## src/fbp_pkg.sv

```systemverilog
// constants and carrier types for the floppy base and port sharing registers
package fbp_pkg;

  // configuration indices of the two registers
  localparam logic [7:0] FBP_IDX_BASE = 8'h20;
  localparam logic [7:0] FBP_IDX_SHARE = 8'h21;

  // reset values
  localparam logic [7:0] FBP_BASE_RESET = 8'h3C;
  localparam logic [7:0] FBP_SHARE_RESET = 8'h00;
  localparam logic [7:0] FBP_INDEX_RESET = 8'h00;

  // writable bits of each register
  localparam logic [7:0] FBP_BASE_MASK = 8'hFC;
  localparam logic [7:0] FBP_SHARE_MASK = 8'h07;

  // field positions
  localparam int FBP_BASE_LSB = 2;
  localparam int FBP_BASE_MSB = 7;
  localparam int FBP_SHARE_LSB = 0;
  localparam int FBP_SHARE_MSB = 1;
  localparam int FBP_TMO_SEL_BIT = 2;

  // sharing field encodings
  localparam logic [1:0] FBP_SHARE_MODE_REG = 2'h0;
  localparam logic [1:0] FBP_SHARE_DRV1 = 2'h1;
  localparam logic [1:0] FBP_SHARE_BOTH = 2'h2;
  localparam logic [1:0] FBP_SHARE_RSVD = 2'h3;

  // configuration port access from the host side logic
  typedef struct packed {
    logic       cfg_active;
    logic       index_wr;
    logic       data_wr;
    logic       data_rd;
    logic [7:0] wdata;
  } fbp_cfg_req_t;

  // host i/o cycle seen by the floppy decoder
  typedef struct packed {
    logic        valid;
    logic [15:0] addr;
  } fbp_io_req_t;

  // parallel port pin ownership
  typedef struct packed {
    logic pp_is_floppy;
    logic drive0_on_pp;
    logic drive1_on_pp;
  } fbp_route_t;

endpackage : fbp_pkg

```

## src/fbp_sync.sv

```systemverilog
// two flip-flop synchroniser for one pin level
`timescale 1ns/1ps
module fbp_sync (
  input wire logic clk_i,     // system clock
  input wire logic resetn_i,  // async reset, active low
  input wire logic async_i,   // level from outside the clock domain
  output logic sync_o         // synchronised level
);

  logic stage_one;

  // first stage feeds only the second stage
  always_ff @(posedge clk_i or negedge resetn_i)
  begin
    if (!resetn_i)
    begin
      stage_one <= 1'b1;
      sync_o <= 1'b1;
    end
    else
    begin
      stage_one <= async_i;
      sync_o <= stage_one;
    end
  end

endmodule : fbp_sync

```

## src/fbp_regs.sv

```systemverilog
// floppy base address and floppy-on-printer-port configuration registers
//
// Function
// - base register reached only in configuration state with index 20H.
// - floppy base may sit at 48 eight-byte slots from 100H to 3F0H.
// - base bits nine and eight both zero disables all floppy decoding.
// - select when A[15:10] zero, A[9:4] match base, A3 zero.
// - base register resets to 3CH on main supply power-on reset.
// - base register bits 2..7 hold address bits 4..9 for comparator.
// - base register bits 0 and 1 are read-only and read zero.
// - sharing register reached only in configuration state with index 21H.
// - sharing field zero ignores pin; port mode register bits decide.
// - field 01 with pin low: drive 0 dedicated, drive 1 on port.
// - field 10 with pin low: both drives on printer port pins.
// - select bit zero clears timeout flag at end of status read.
// - select bit one clears timeout flag only on write of one.
// - sharing register resets to 00H; bits 3 to 7 read zero.
`timescale 1ns/1ps
module fbp_regs (
  input wire logic clk_i,                   // 20 MHz system clock
  input wire logic resetn_i,                // power-on reset, active low
  input wire fbp_pkg::fbp_cfg_req_t cfg_i,  // configuration port access
  input wire fbp_pkg::fbp_io_req_t io_i,    // host i/o cycle address
  input wire logic share_pin_i,             // floppy_share_select pin
  input wire logic pp_mode_floppy_i,        // port mode asks for floppy
  input wire logic tmo_event_i,             // epp timeout detected, pulse
  input wire logic tmo_status_rd_i,         // epp status read, level
  input wire logic tmo_write_one_i,         // write of one to timeout bit
  output logic [7:0] rdata_o,               // configuration read data
  output logic rd_hit_o,                    // read hit one of our registers
  output logic fdc_sel_o,                   // floppy controller selected
  output logic [2:0] fdc_reg_o,             // floppy internal register
  output fbp_pkg::fbp_route_t route_o,      // printer port pin ownership
  output logic tmo_flag_o                   // epp timeout flag
);

  ////////////////////////////////////////////////////////////////////////////
  // storage and helpers

  logic [7:0] config_index;
  logic [7:0] base_reg;
  logic [7:0] share_reg;
  logic share_pin_sync;
  logic status_rd_prev;
  logic base_hit;
  logic share_hit;
  logic fdc_enabled;
  logic [1:0] share_field;
  logic tmo_clear;
  fbp_pkg::fbp_route_t next_route;

  // true when an access in configuration state targets the given index
  function automatic logic cfg_hit(input fbp_pkg::fbp_cfg_req_t req,
                                   input logic [7:0] idx,
                                   input logic [7:0] want);
    cfg_hit = req.cfg_active && (idx == want);
  endfunction : cfg_hit

  // the sharing pin comes from a board pin, so it is synchronised first
  fbp_sync u_share_sync (
    .clk_i(clk_i),
    .resetn_i(resetn_i),
    .async_i(share_pin_i),
    .sync_o(share_pin_sync)
  );

  ////////////////////////////////////////////////////////////////////////////
  // configuration index and register access

  // index latches on every index write while in configuration state
  always_ff @(posedge clk_i or negedge resetn_i)
  begin
    if (!resetn_i)
      config_index <= fbp_pkg::FBP_INDEX_RESET;
    else if (cfg_i.cfg_active && cfg_i.index_wr)
      config_index <= cfg_i.wdata;
  end

  assign base_hit = cfg_hit(cfg_i, config_index, fbp_pkg::FBP_IDX_BASE);
  assign share_hit = cfg_hit(cfg_i, config_index, fbp_pkg::FBP_IDX_SHARE);

  // base register; low bits are masked so stray ones never reach decode
  always_ff @(posedge clk_i or negedge resetn_i)
  begin
    if (!resetn_i)
      base_reg <= fbp_pkg::FBP_BASE_RESET;
    else if (base_hit && cfg_i.data_wr)
      base_reg <= cfg_i.wdata & fbp_pkg::FBP_BASE_MASK;
  end

  // sharing register with timeout clear select
  always_ff @(posedge clk_i or negedge resetn_i)
  begin
    if (!resetn_i)
      share_reg <= fbp_pkg::FBP_SHARE_RESET;
    else if (share_hit && cfg_i.data_wr)
      share_reg <= cfg_i.wdata & fbp_pkg::FBP_SHARE_MASK;
  end

  // read data is registered; other indices answer zero with no hit
  always_ff @(posedge clk_i or negedge resetn_i)
  begin
    if (!resetn_i)
    begin
      rdata_o <= 8'h00;
      rd_hit_o <= 1'b0;
    end
    else
    begin
      rd_hit_o <= cfg_i.data_rd && (base_hit || share_hit);
      if (cfg_i.data_rd && base_hit)
        rdata_o <= base_reg;
      else if (cfg_i.data_rd && share_hit)
        rdata_o <= share_reg;
      else
        rdata_o <= 8'h00;
    end
  end

  ////////////////////////////////////////////////////////////////////////////
  // floppy address decode

  // bits nine and eight both zero disable
  assign fdc_enabled = |base_reg[fbp_pkg::FBP_BASE_MSB -: 2];

  // registered select; the compare covers 48 slots from 100H to 3F0H
  always_ff @(posedge clk_i or negedge resetn_i)
  begin
    if (!resetn_i)
    begin
      fdc_sel_o <= 1'b0;
      fdc_reg_o <= 3'h0;
    end
    else
    begin
      // upper bits zero, base match, bit 3 zero
      fdc_sel_o <= io_i.valid && fdc_enabled
                   && (io_i.addr[15:10] == 6'h00)
                   && (io_i.addr[9:4] ==
                       base_reg[fbp_pkg::FBP_BASE_MSB:fbp_pkg::FBP_BASE_LSB])
                   && !io_i.addr[3];
      fdc_reg_o <= io_i.addr[2:0];
    end
  end

  ////////////////////////////////////////////////////////////////////////////
  // printer port pin routing

  assign share_field =
    share_reg[fbp_pkg::FBP_SHARE_MSB:fbp_pkg::FBP_SHARE_LSB];

  // pin is active low; reserved code falls back to plain printer port use
  always_comb
  begin
    next_route = '0;
    unique case (share_field)
      fbp_pkg::FBP_SHARE_MODE_REG:
      begin
        next_route.pp_is_floppy = pp_mode_floppy_i;
        next_route.drive1_on_pp = pp_mode_floppy_i;
      end
      fbp_pkg::FBP_SHARE_DRV1:
      begin
        next_route.pp_is_floppy = !share_pin_sync;
        next_route.drive1_on_pp = !share_pin_sync;
      end
      fbp_pkg::FBP_SHARE_BOTH:
      begin
        next_route.pp_is_floppy = !share_pin_sync;
        next_route.drive0_on_pp = !share_pin_sync;
        next_route.drive1_on_pp = !share_pin_sync;
      end
      fbp_pkg::FBP_SHARE_RSVD:
        next_route = '0;
    endcase
  end

  // routing leaves through a register so the pins never glitch
  always_ff @(posedge clk_i or negedge resetn_i)
  begin
    if (!resetn_i)
      route_o <= '0;
    else
      route_o <= next_route;
  end

  ////////////////////////////////////////////////////////////////////////////
  // epp timeout flag

  // remember the read level to find its trailing edge
  always_ff @(posedge clk_i or negedge resetn_i)
  begin
    if (!resetn_i)
      status_rd_prev <= 1'b0;
    else
      status_rd_prev <= tmo_status_rd_i;
  end

  // clear at end of status read
  // clear only on write of one
  assign tmo_clear = share_reg[fbp_pkg::FBP_TMO_SEL_BIT]
                     ? tmo_write_one_i
                     : (status_rd_prev && !tmo_status_rd_i);

  // a new timeout in the clearing cycle wins, so no event is lost
  always_ff @(posedge clk_i or negedge resetn_i)
  begin
    if (!resetn_i)
      tmo_flag_o <= 1'b0;
    else if (tmo_event_i)
      tmo_flag_o <= 1'b1;
    else if (tmo_clear)
      tmo_flag_o <= 1'b0;
  end

endmodule : fbp_regs

```

## config.mk

```make
export PLATFORM = sky130hd
export DESIGN_NAME = fbp_regs
export DESIGN_NICKNAME = d
export VERILOG_FILES = /design/src/fbp_pkg.sv /design/src/fbp_sync.sv /design/src/fbp_regs.sv
export SDC_FILE = /design/constraint.sdc
export NUM_CORES = 1
export LEC_CHECK = 0
export BUFFER_PORTS_ARGS = -buffer_cell sky130_fd_sc_hd__buf_2
export CAP_MARGIN = 20
export CORE_MARGIN = 3
export CORE_UTILIZATION = 48
export DETAILED_ROUTE_END_ITERATION = 8
export PLACE_DENSITY_LB_ADDON = 0.3
export SLEW_MARGIN = 25
export SYNTH_ARGS = -nofsm -noshare
export SYNTH_HDL_FRONTEND = slang
export SYNTH_SLANG_ARGS = --single-unit
```

## constraint.sdc

```tcl
create_clock -name clk_i -period 1.67 [get_ports clk_i]
set_input_delay 0.2505 -clock clk_i [delete_from_list [all_inputs] [get_ports clk_i]]
set_output_delay 0.2505 -clock clk_i [all_outputs]
set_load 0.05 [all_outputs]
```

==> results by group, run 1 <==
Route
  • Post-DR wirelength/cell: 13.10 microns
  • DRC: 0
  • Violation count after the first detailed-route iteration: 1
  • Detailed Routing Iterations Pass 1: 2
  • Post-route ant nets: 0
  • Vias: 924
  • Post-Route WL: 2.463 mm
  • Via-per-instance ratio: 4.915

STA
  • Final Hold Viols: 0
  • Setup_tns: 0 ns
  • Tcrit/Tclk final: between 90% and 100%
  • Minimum clock period: 1.548 ns
  • Worst slew pin tran: roughly 0.75 ns
  • Slew margin rel.: roughly half
  • Max Clock Skew: 0.009251 ns
  • Slew Viols, Final: 0
  • Final setup vio count: 0
  • Setup ws final: 0.1217 ns
  • RSZ-0062 raised after global routing: false
  • Hold WS: 0.02187 ns
  • Fmax: 645.9 MHz

Die
  • Die area: 3679 sq um
  • Initial Utilization: roughly half
  • Rows: 19
  • Die width: between 60 and 70 microns
  • Core area: 2805 sq um
  • Top Ports: 53
  • Die Y: 60.66 microns

Placed design
  • Dpl ws: 0.1115 ns
  • Final HPWL DP: 1.907 mm
  • Placer Congestion: about 0.67
  • Port bufs: 52

Logic synthesis
  • Sequential share of the synthesized area: 63.35%
  • Ys Warns: 0
  • Gate Count Post-Synth: 93
  • Mapped cell area: 1434 sq um
  • Synth unique cells: 27
  • Syn nets: 131
  • Syn_area_per_cell: 15.42 sq um
  • Synthesized flop and latch total: 36

Pwr
  • P per Cell Area: 978.9 nW/um^2
  • Max rail drop VDD: 0.0005504 V
  • Leak: just under 0.001 uW

Clocking
  • Clock slew at the register clock pins of the worst setup and hold paths: ~0.11 ns
  • TritonCTS clock tree: done
  • Clock Tree Root: clkbuf_4
  • H-tree Lvls: 2
  • CTS sink cnt: 36
  • Clock Tree Buf Depth: 2
  • Post-cts resize count: 0
  • Clk_lat worst skew: 0.33 ns
  • CTS buffer count: 5

Finish
  • Fill count: 213
  • Area Growth Syn to Fin: 28.97%
  • Nets: between 150 and 200
  • Ant diodes: 0
  • Layout cells sized above 1: 56.69%

Hold path
  • Hold Crit Class: input pin to flip-flop

GRT
  • Total GRT Usage: between 10% and 20%
  • Initial antenna violation count: 0
  • Remaining Overflow, GRT: 0
  • Largest net degree at the start of global routing: 37
  • Vias in the first global route: 882
  • First-pass GRT wire length: slightly below 4 mm

Worst setup path
  • CP Launch Type: flip-flop
  • Arrival time at the worst endpoint: 1.78 ns
  • Crit-path slowest cell: dfrtp_1
  • Crit path kind: flip-flop to flip-flop
  • Worst-path fanout max: 4
  • Crit end category: flip-flop
  • Crit path cell chain: nor4b_4 -> and4_4 -> mux2_2
  • CP Data Required Time: 1.90 ns
  • Max stage delay on crit path: 0.42 ns
  • Reg-to-reg slack, setup: approximately 0.12 ns

Run
  • Max-cap viol count: 0

Outcome
  • Status: complete, no violations
-- cell usage in the layout, fill, tap and decap left out, types with 4 or more instances in the layout --
cell	count
buf_2	52
dfrtp_1	30
mux2_2	17
dfstp_2	6
and2_1	5
xnor2_1	5
clkbuf_4	5
dlygate4sd3_1	4
-- path summary, 6_finish.rpt --
check | from | end | cells past startpoint
worst max-delay path | config_index[4] | share_reg[2] | 3
worst min-delay path | io_i[0] | fdc_reg_o[0] | 1
worst max register to register | config_index[4] | share_reg[2] | 3
worst min register to register | u_share_sync.stage_one | u_share_sync.sync_o | 0
max in group asynchronous | resetn_i | config_index[7] | 2
min in group asynchronous | resetn_i | share_reg[1] | 2
-- Yosys cell counts (all sizes together) --
cell | number | share of area [%]
nand3 | 1 | 0.35
xnor2 | 5 | 3.1
and4 | 1 | 0.79
nand4 | 1 | 0.44
nor2b | 2 | 0.87
and4b | 1 | 0.79
and2 | 5 | 2.2
nor3b | 2 | 1.0
nand2 | 2 | 0.52
dfstp | 6 | 11
nor3 | 1 | 0.35
mux2 | 17 | 13
dfrtp | 30 | 52
a21o | 1 | 0.52
buf | 1 | 0.52
nand2b | 1 | 0.44
and3 | 3 | 1.4
a21oi | 2 | 0.70
nor4 | 1 | 0.44
mux2i | 1 | 0.70
o21ai | 1 | 0.35
ha | 2 | 1.7
nor4b | 3 | 3.9
inv | 2 | 0.52
nand4b | 1 | 1.7
-- worst max-delay path: cells and delay by family, from the launching register on --
kind          cells  cell delay (ns)
flops             1             0.42
simple gates      2             0.71
mux               1             0.33
-- power breakdown --
part	internal (uW)	switching, uW
clock network	314	266
logic	121	118
registers	940	51.2
-- per-layer routing --
layer | GRT usage (%) | up-vias | share of wire (%)
met2 | 21.98 | 39 | 46
met4 | 9.288 | 0 | 1.9
met3 | 4.681 | 6 | 9.5
li1 | - | 452 | -
met5 | 0 | - | 0
met1 | 18.98 | 427 | 43
-- cell families (layout without fill, tap and decap cells) --
group | after synthesis | after routing | synth area share, %
xor gates and xnor gates | 5 | 5 | 3.054
buffers and inverters | 3 | 67 | 1.048
DFF | 36 | 36 | 63.35
adders and majority gates | 2 | 2 | 1.745
AOI/OAI and AO/OA | 4 | 4 | 1.571
and+or+nand+nor | 25 | 25 | 15.18
muxes | 18 | 18 | 14.05
-- cell type report --
| class | count | area, sq um | share of cell area [%] |
|---|---|---|---|
| sequential | 36 | 908.4 | 49.12 |
| inverter | 2 | 7.507 | 0.4060 |
| clock inverter | 2 | 35.03 | 1.894 |
| multi-input combinational | 54 | 510.5 | 27.60 |
| clock buffer | 6 | 41.29 | 2.233 |
| timing repair buffer | 57 | 307.8 | 16.64 |
| tap | 31 | 38.79 | 2.097 |
-- what timing repair did --
| action | in CTS | in global routing |
|---|---|---|
| endpoints found under the hold margin | 20 | 2 |
| hold buffers | 2 | 2 |
| setup buffers | 0 | 0 |
-- per-stage QoR --
stage	std cells	instance area, sq um	total power [uW]	util [%]
floorplan	93	1434	1147	-
global placement	176	1733	1233	61.78
detailed placement	176	1733	1246	61.78
CTS	186	1829	1831	65.21
global route	188	1849	1907	65.92
finish	188	1849	1810	65.92
Note: power is estimated with default switching activity, not from simulation.
==> run 2, diff against run 1 <==
--- a/config.mk
+++ b/config.mk
@@ -10,6 +10,7 @@
 export CORE_MARGIN = 3
 export CORE_UTILIZATION = 48
 export DETAILED_ROUTE_END_ITERATION = 8
+export HOLD_SLACK_MARGIN = 0.08
 export PLACE_DENSITY_LB_ADDON = 0.3
 export SLEW_MARGIN = 25
 export SYNTH_ARGS = -nofsm -noshare
==> results by group, run 2 (synthesized netlist as in run 1, its figures left out) <==
Die
  • Rows: 19
  • Initial Utilization: 51.12%
  • Die area: 3679 sq um
  • Core area: 2805 sq um
  • Top Ports: 53
  • Die Y: slightly above 60 microns
  • Die width: 60.66 microns

Worst setup path
  • Reg-to-reg slack, setup: ~0.12 ns
  • Worst-path fanout max: 4
  • Arrival time at the worst endpoint: approximately 1.8 ns
  • Register-to-Register Path Depth: 3
  • Reg2reg end: share_reg[2]
  • FF-to-FF Start: config_index[4]
  • CP Launch Type: flip-flop
  • Crit end category: flip-flop
  • CP Data Required Time: 1.90 ns
  • Crit path kind: flip-flop to flip-flop

Outcome
  • Status: complete, no violations

Hold path
  • Worst hold stages: 3
  • Hold Crit Class: input pin to flip-flop
  • Min-Delay Startpoint: pp_mode_floppy_i
  • Hold EP: route_o[0]

Clocking
  • Clock Tree Buf Depth: 2
  • Post-CTS setup buffer count: 0
  • TritonCTS clock tree: done
  • CTS sink cnt: 36
  • Clock slew at the register clock pins of the worst setup and hold paths: ~0.11 ns
  • Post-cts resize count: 0
  • CTS Hold Bufs: 7
  • Clock Tree Root: clkbuf_4
  • H-tree Lvls: 2
  • CTS buffer count: 5
  • Clk_lat worst skew: about 0.34 ns

STA
  • Setup_tns: 0 ns
  • Minimum clock period: 1.548 ns
  • Final Hold Viols: 0
  • RSZ-0062 raised after global routing: false
  • Slew margin rel.: 49.92%
  • Hold WS: 0.1286 ns
  • Worst slew pin tran: 0.7512 ns
  • Fmax: between 600 and 700 MHz
  • Tcrit/Tclk final: 92.72%
  • Slew Viols, Final: 0
  • Final setup vio count: 0
  • Max Clock Skew: 0.009858 ns

Run
  • Max-cap viol count: 0

Pwr
  • P per Cell Area: 967.5 nW/um^2
  • Leak: 0.0009736 uW
  • Reg power frac: 54.6%
  • Cell Int Power: ~1400 uW
  • NetSw: 438.9 uW
  • Clock network power share: about a third
  • Comb power frac: 13.5%
  • Max rail drop VDD: 0.0005666 V
  • Sw frac: 24.14%
  • Total power: 1818 uW

Finish
  • Ant diodes: 0
  • Most common cell after layout, fill and taps aside: buf_2
  • Most frequent cells in the layout: buf_2, dfrtp_1, mux2_2
  • Final Util: roughly 67%
  • Area Growth Syn to Fin: 31.06%
  • Layout cells sized above 1: between 50% and 60%
  • Nets: 197

Placed design
  • Final HPWL DP: approximately 1.9 mm
  • Port bufs: 52
  • Placer Congestion: 0.6664

GRT
  • Vias in the first global route: 922
  • First-pass GRT wire length: 4.050 mm
  • Remaining Overflow, GRT: 0
  • Total GRT Usage: 15.76%
  • Largest net degree at the start of global routing: 37
  • Initial antenna violation count: 0

Route
  • Violation count after the first detailed-route iteration: 1
  • Detailed Routing Iterations Pass 1: 2
  • Post-route ant nets: 0
  • Post-Route WL: 2.589 mm
  • Via-per-instance ratio: 4.937
  • DRC: 0
  • Vias: 943
  • Post-DR wirelength/cell: 13.55 microns
## run 2: cell types whose count changed in the layout (fill, tap and decap cells not counted), sizes merged
cell and delta:
dlygate4sd3 +3
## run 2: worst max path at each step
stage                               start            to  slack (ns)
after global placement    config_index[4]  share_reg[0]        0.16
after global routing      config_index[4]  share_reg[1]        0.09
after detailed placement  config_index[4]  share_reg[1]        0.11
after CTS                 config_index[4]  share_reg[2]        0.11
after floorplan           config_index[4]  share_reg[0]        0.20
final                     config_index[4]  share_reg[2]        0.12
## run 2: metal layers
layer / global-route usage, % / vias to the layer above / wire [microns]
met5: 0 / - / 0
met4: 9.288 / 0 / 48
met3: 4.681 / 6 / 224
met2: 24.58 / 39 / 1228
met1: 19.39 / 439 / 1088
li1: - / 459 / -
## run 2: layout make-up
class / instances / area, sq um
Inverter: 2 / 7.507
Tap cell: 31 / 38.79
Timing Repair Buffer: 60 / 337.8
Fill cell: 208 / 925.9
Clock buffer: 6 / 41.29
Multi-Input combinational cell: 54 / 510.5
Clock inverter: 2 / 35.03
Sequential cell: 36 / 908.4
## run 2: worst max-delay path, cell delays in order, from the launching register on
cell     delay [ns]
dfrtp_1        0.42
nor4b_4        0.40
and4_4         0.31
mux2_2         0.33
## run 2: through the flow
stage / cells / cell area [sq um] / worst slack, ns
6_report: 191 / 1879 / 0.1217
5_1_grt: 191 / 1879 / 0.08792
4_1_cts: 191 / 1879 / 0.1141
3_5_place_dp: 176 / 1733 / 0.1115
3_3_place_gp: 176 / 1733 / 0.1635
2_1_floorplan: 93 / 1434 / 0.1989
## run 2: power groups by stage
stage / Clock, uW / Sequential (uW) / Combinational, uW
after CTS: 599 / 993 / 249
after global routing: 643 / 1000 / 268
after detailed placement: 0 / 1010 / 236
final: 581 / 992 / 245
after floorplan: 0 / 1030 / 116
after global placement: 0 / 1010 / 228
==> run 3, diff against run 2 <==
--- a/config.mk
+++ b/config.mk
@@ -7,8 +7,11 @@
 export LEC_CHECK = 0
 export BUFFER_PORTS_ARGS = -buffer_cell sky130_fd_sc_hd__buf_2
 export CAP_MARGIN = 20
+export CELL_PAD_IN_SITES_DETAIL_PLACEMENT = 1
+export CELL_PAD_IN_SITES_GLOBAL_PLACEMENT = 1
+export CORE_ASPECT_RATIO = 0.6
 export CORE_MARGIN = 3
-export CORE_UTILIZATION = 48
+export CORE_UTILIZATION = 38
 export DETAILED_ROUTE_END_ITERATION = 8
 export HOLD_SLACK_MARGIN = 0.08
 export PLACE_DENSITY_LB_ADDON = 0.3
==> results by group, run 3 (synthesized netlist as in run 1, its figures left out) <==
Finish
  • Final Util: 56.03%
  • Area occupied by multi-input gates: 510.5 sq um
  • Nets: 198
  • Layout cells sized above 1: approximately 57%
  • Fill count: 364
  • Area Growth Syn to Fin: 33.77%
  • Most frequent cells in the layout: buf_2, dfrtp_1, mux2_2
  • Most common cell after layout, fill and taps aside: buf_2
  • Finished Cell Area: 1918 sq um
  • Sequential cell area: 908.4 sq um
  • Ant diodes: 0

Worst setup path
  • Reg-to-reg slack, setup: 0.20 ns
  • Register-to-Register Path Depth: 4
  • FF-to-FF Start: config_index[4]
  • Crit path cell chain: nor4b_4 -> buf_4 -> nand4b_4 -> mux2_2
  • Crit end category: flip-flop
  • CP Launch Type: flip-flop
  • CP bufs+invs: 1
  • Crit-path slowest cell: dfrtp_1
  • Max stage delay on crit path: 0.41 ns
  • Worst-path fanout max: 6
  • Crit path max-delay family: simple AND/OR/NAND/NOR gates
  • Crit path kind: flip-flop to flip-flop
  • Arrival time at the worst endpoint: around 1.6 ns
  • CP Data Required Time: 1.84 ns
  • Reg2reg end: base_reg[7]

STA
  • RSZ-0062 raised after global routing: false
  • Setup ws final: approximately 0.20 ns
  • Max Clock Skew: approximately 0.0084 ns
  • Final setup vio count: 0
  • Slew margin rel.: 71.41%
  • Final Hold Viols: 0
  • Slew Viols, Final: 0
  • Setup_tns: 0 ns
  • Minimum clock period: 1.471 ns
  • Hold WS: 0.1414 ns
  • Worst slew pin tran: about 0.43 ns
  • Fmax: 679.8 MHz
  • Tcrit/Tclk final: roughly nine tenths

GRT
  • Met2 global-route usage: between 20% and 30%
  • GRT busiest layer: met2
  • First-pass GRT wire length: about 5.3 mm
  • Global Route met3 Usage: 8.257%
  • Remaining Overflow, GRT: 0
  • Initial antenna violation count: 0
  • Largest net degree at the start of global routing: 37
  • Vias in the first global route: 1051
  • M1 GR Usage: about 20%
  • Total GRT Usage: 16.29%

Clocking
  • H-tree Lvls: 2
  • TritonCTS clock tree: done
  • CTS buffer count: 5
  • Post-cts resize count: 0
  • Clock slew at the register clock pins of the worst setup and hold paths: 0.07 ns
  • Clock Tree Buf Depth: 2
  • CTS sink cnt: 36
  • Clock Tree Root: clkbuf_8
  • Clk_lat worst skew: roughly 0.29 ns
  • Post-CTS setup buffer count: 0

Pwr
  • Max rail drop VDD: 0.0004392 V
  • Leak: 0.0009884 uW
  • P per Cell Area: 977.6 nW/um^2

Route
  • Violation count after the first detailed-route iteration: 25
  • Vias: just under 1000
  • Detailed Routing Iterations Pass 1: 4
  • Post-Route WL: 3.319 mm
  • DRC: 0
  • Post-route ant nets: 0
  • Via-per-instance ratio: around 4.7
  • Post-DR wirelength/cell: 16.11 microns

Die
  • Initial Utilization: between 40% and 50%
  • Core area: 3423 sq um
  • Top Ports: 53
  • Die area: 4570 sq um
  • Rows: 16
  • Die width: 85.30 microns
  • Die Y: 53.58 microns

Hold path
  • Hold EP: tmo_flag_o
  • Hold Crit Class: input pin to flip-flop
  • Min-Delay Startpoint: tmo_event_i
  • Worst hold stages: 2

Placed design
  • DP Area: 1765 sq um
  • Port bufs: 52
  • Dpl ws: a little under 0.2 ns
  • Placer Congestion: 0.7488

Run
  • Max-cap viol count: 0

Outcome
  • Status: complete, no violations
run 3: layout make-up:
class                   instances  share of cell area (%)
clock buffers                   6                   4.305
clock inverters                 2                  0.5219
inverters                       2                  0.3914
multi-input cells              54                   26.61
flip-flops and latches         36                   47.36
well taps                      45                   2.935
repair buffers                 61                   17.87
run 3: repair_timing:
action,4_1_cts,5_1_grt
hold endpoints to repair,34,1
setup endpoints to repair,0,0
hold buffers,5,1
run 3: worst max-delay path by stage:
stage / end / cells after the start / startpoint / slack [ns]
floorplan: share_reg[0] / 3 / config_index[4] / 0.20
global placement: base_reg[6] / 4 / config_index[4] / 0.25
detailed placement: base_reg[7] / 4 / config_index[1] / 0.19
CTS: base_reg[7] / 4 / config_index[1] / 0.19
global route: base_reg[7] / 4 / config_index[4] / 0.11
finish: base_reg[7] / 4 / config_index[4] / 0.20
run 3: routing by layer:
layer | vias up | routed length (microns) | part of all wire, %
met2 | 42 | 1579 | 48
met4 | 0 | 0 | 0
li1 | 460 | - | -
met1 | 469 | 1466 | 44
met3 | 0 | 273 | 8.2
met5 | - | 0 | 0
run 3: metrics by stage:
step,cells,total power (uW)
after floorplan,93,1147
after global placement,192,1245
after detailed placement,192,1266
after CTS,205,1904
after global routing,206,1980
final,206,1875
run 3: power breakdown:
group / internal (uW) / switching, uW
registers: 941 / 59.3
logic: 129 / 129
clock network: 328 / 289
total: 1400 / 477
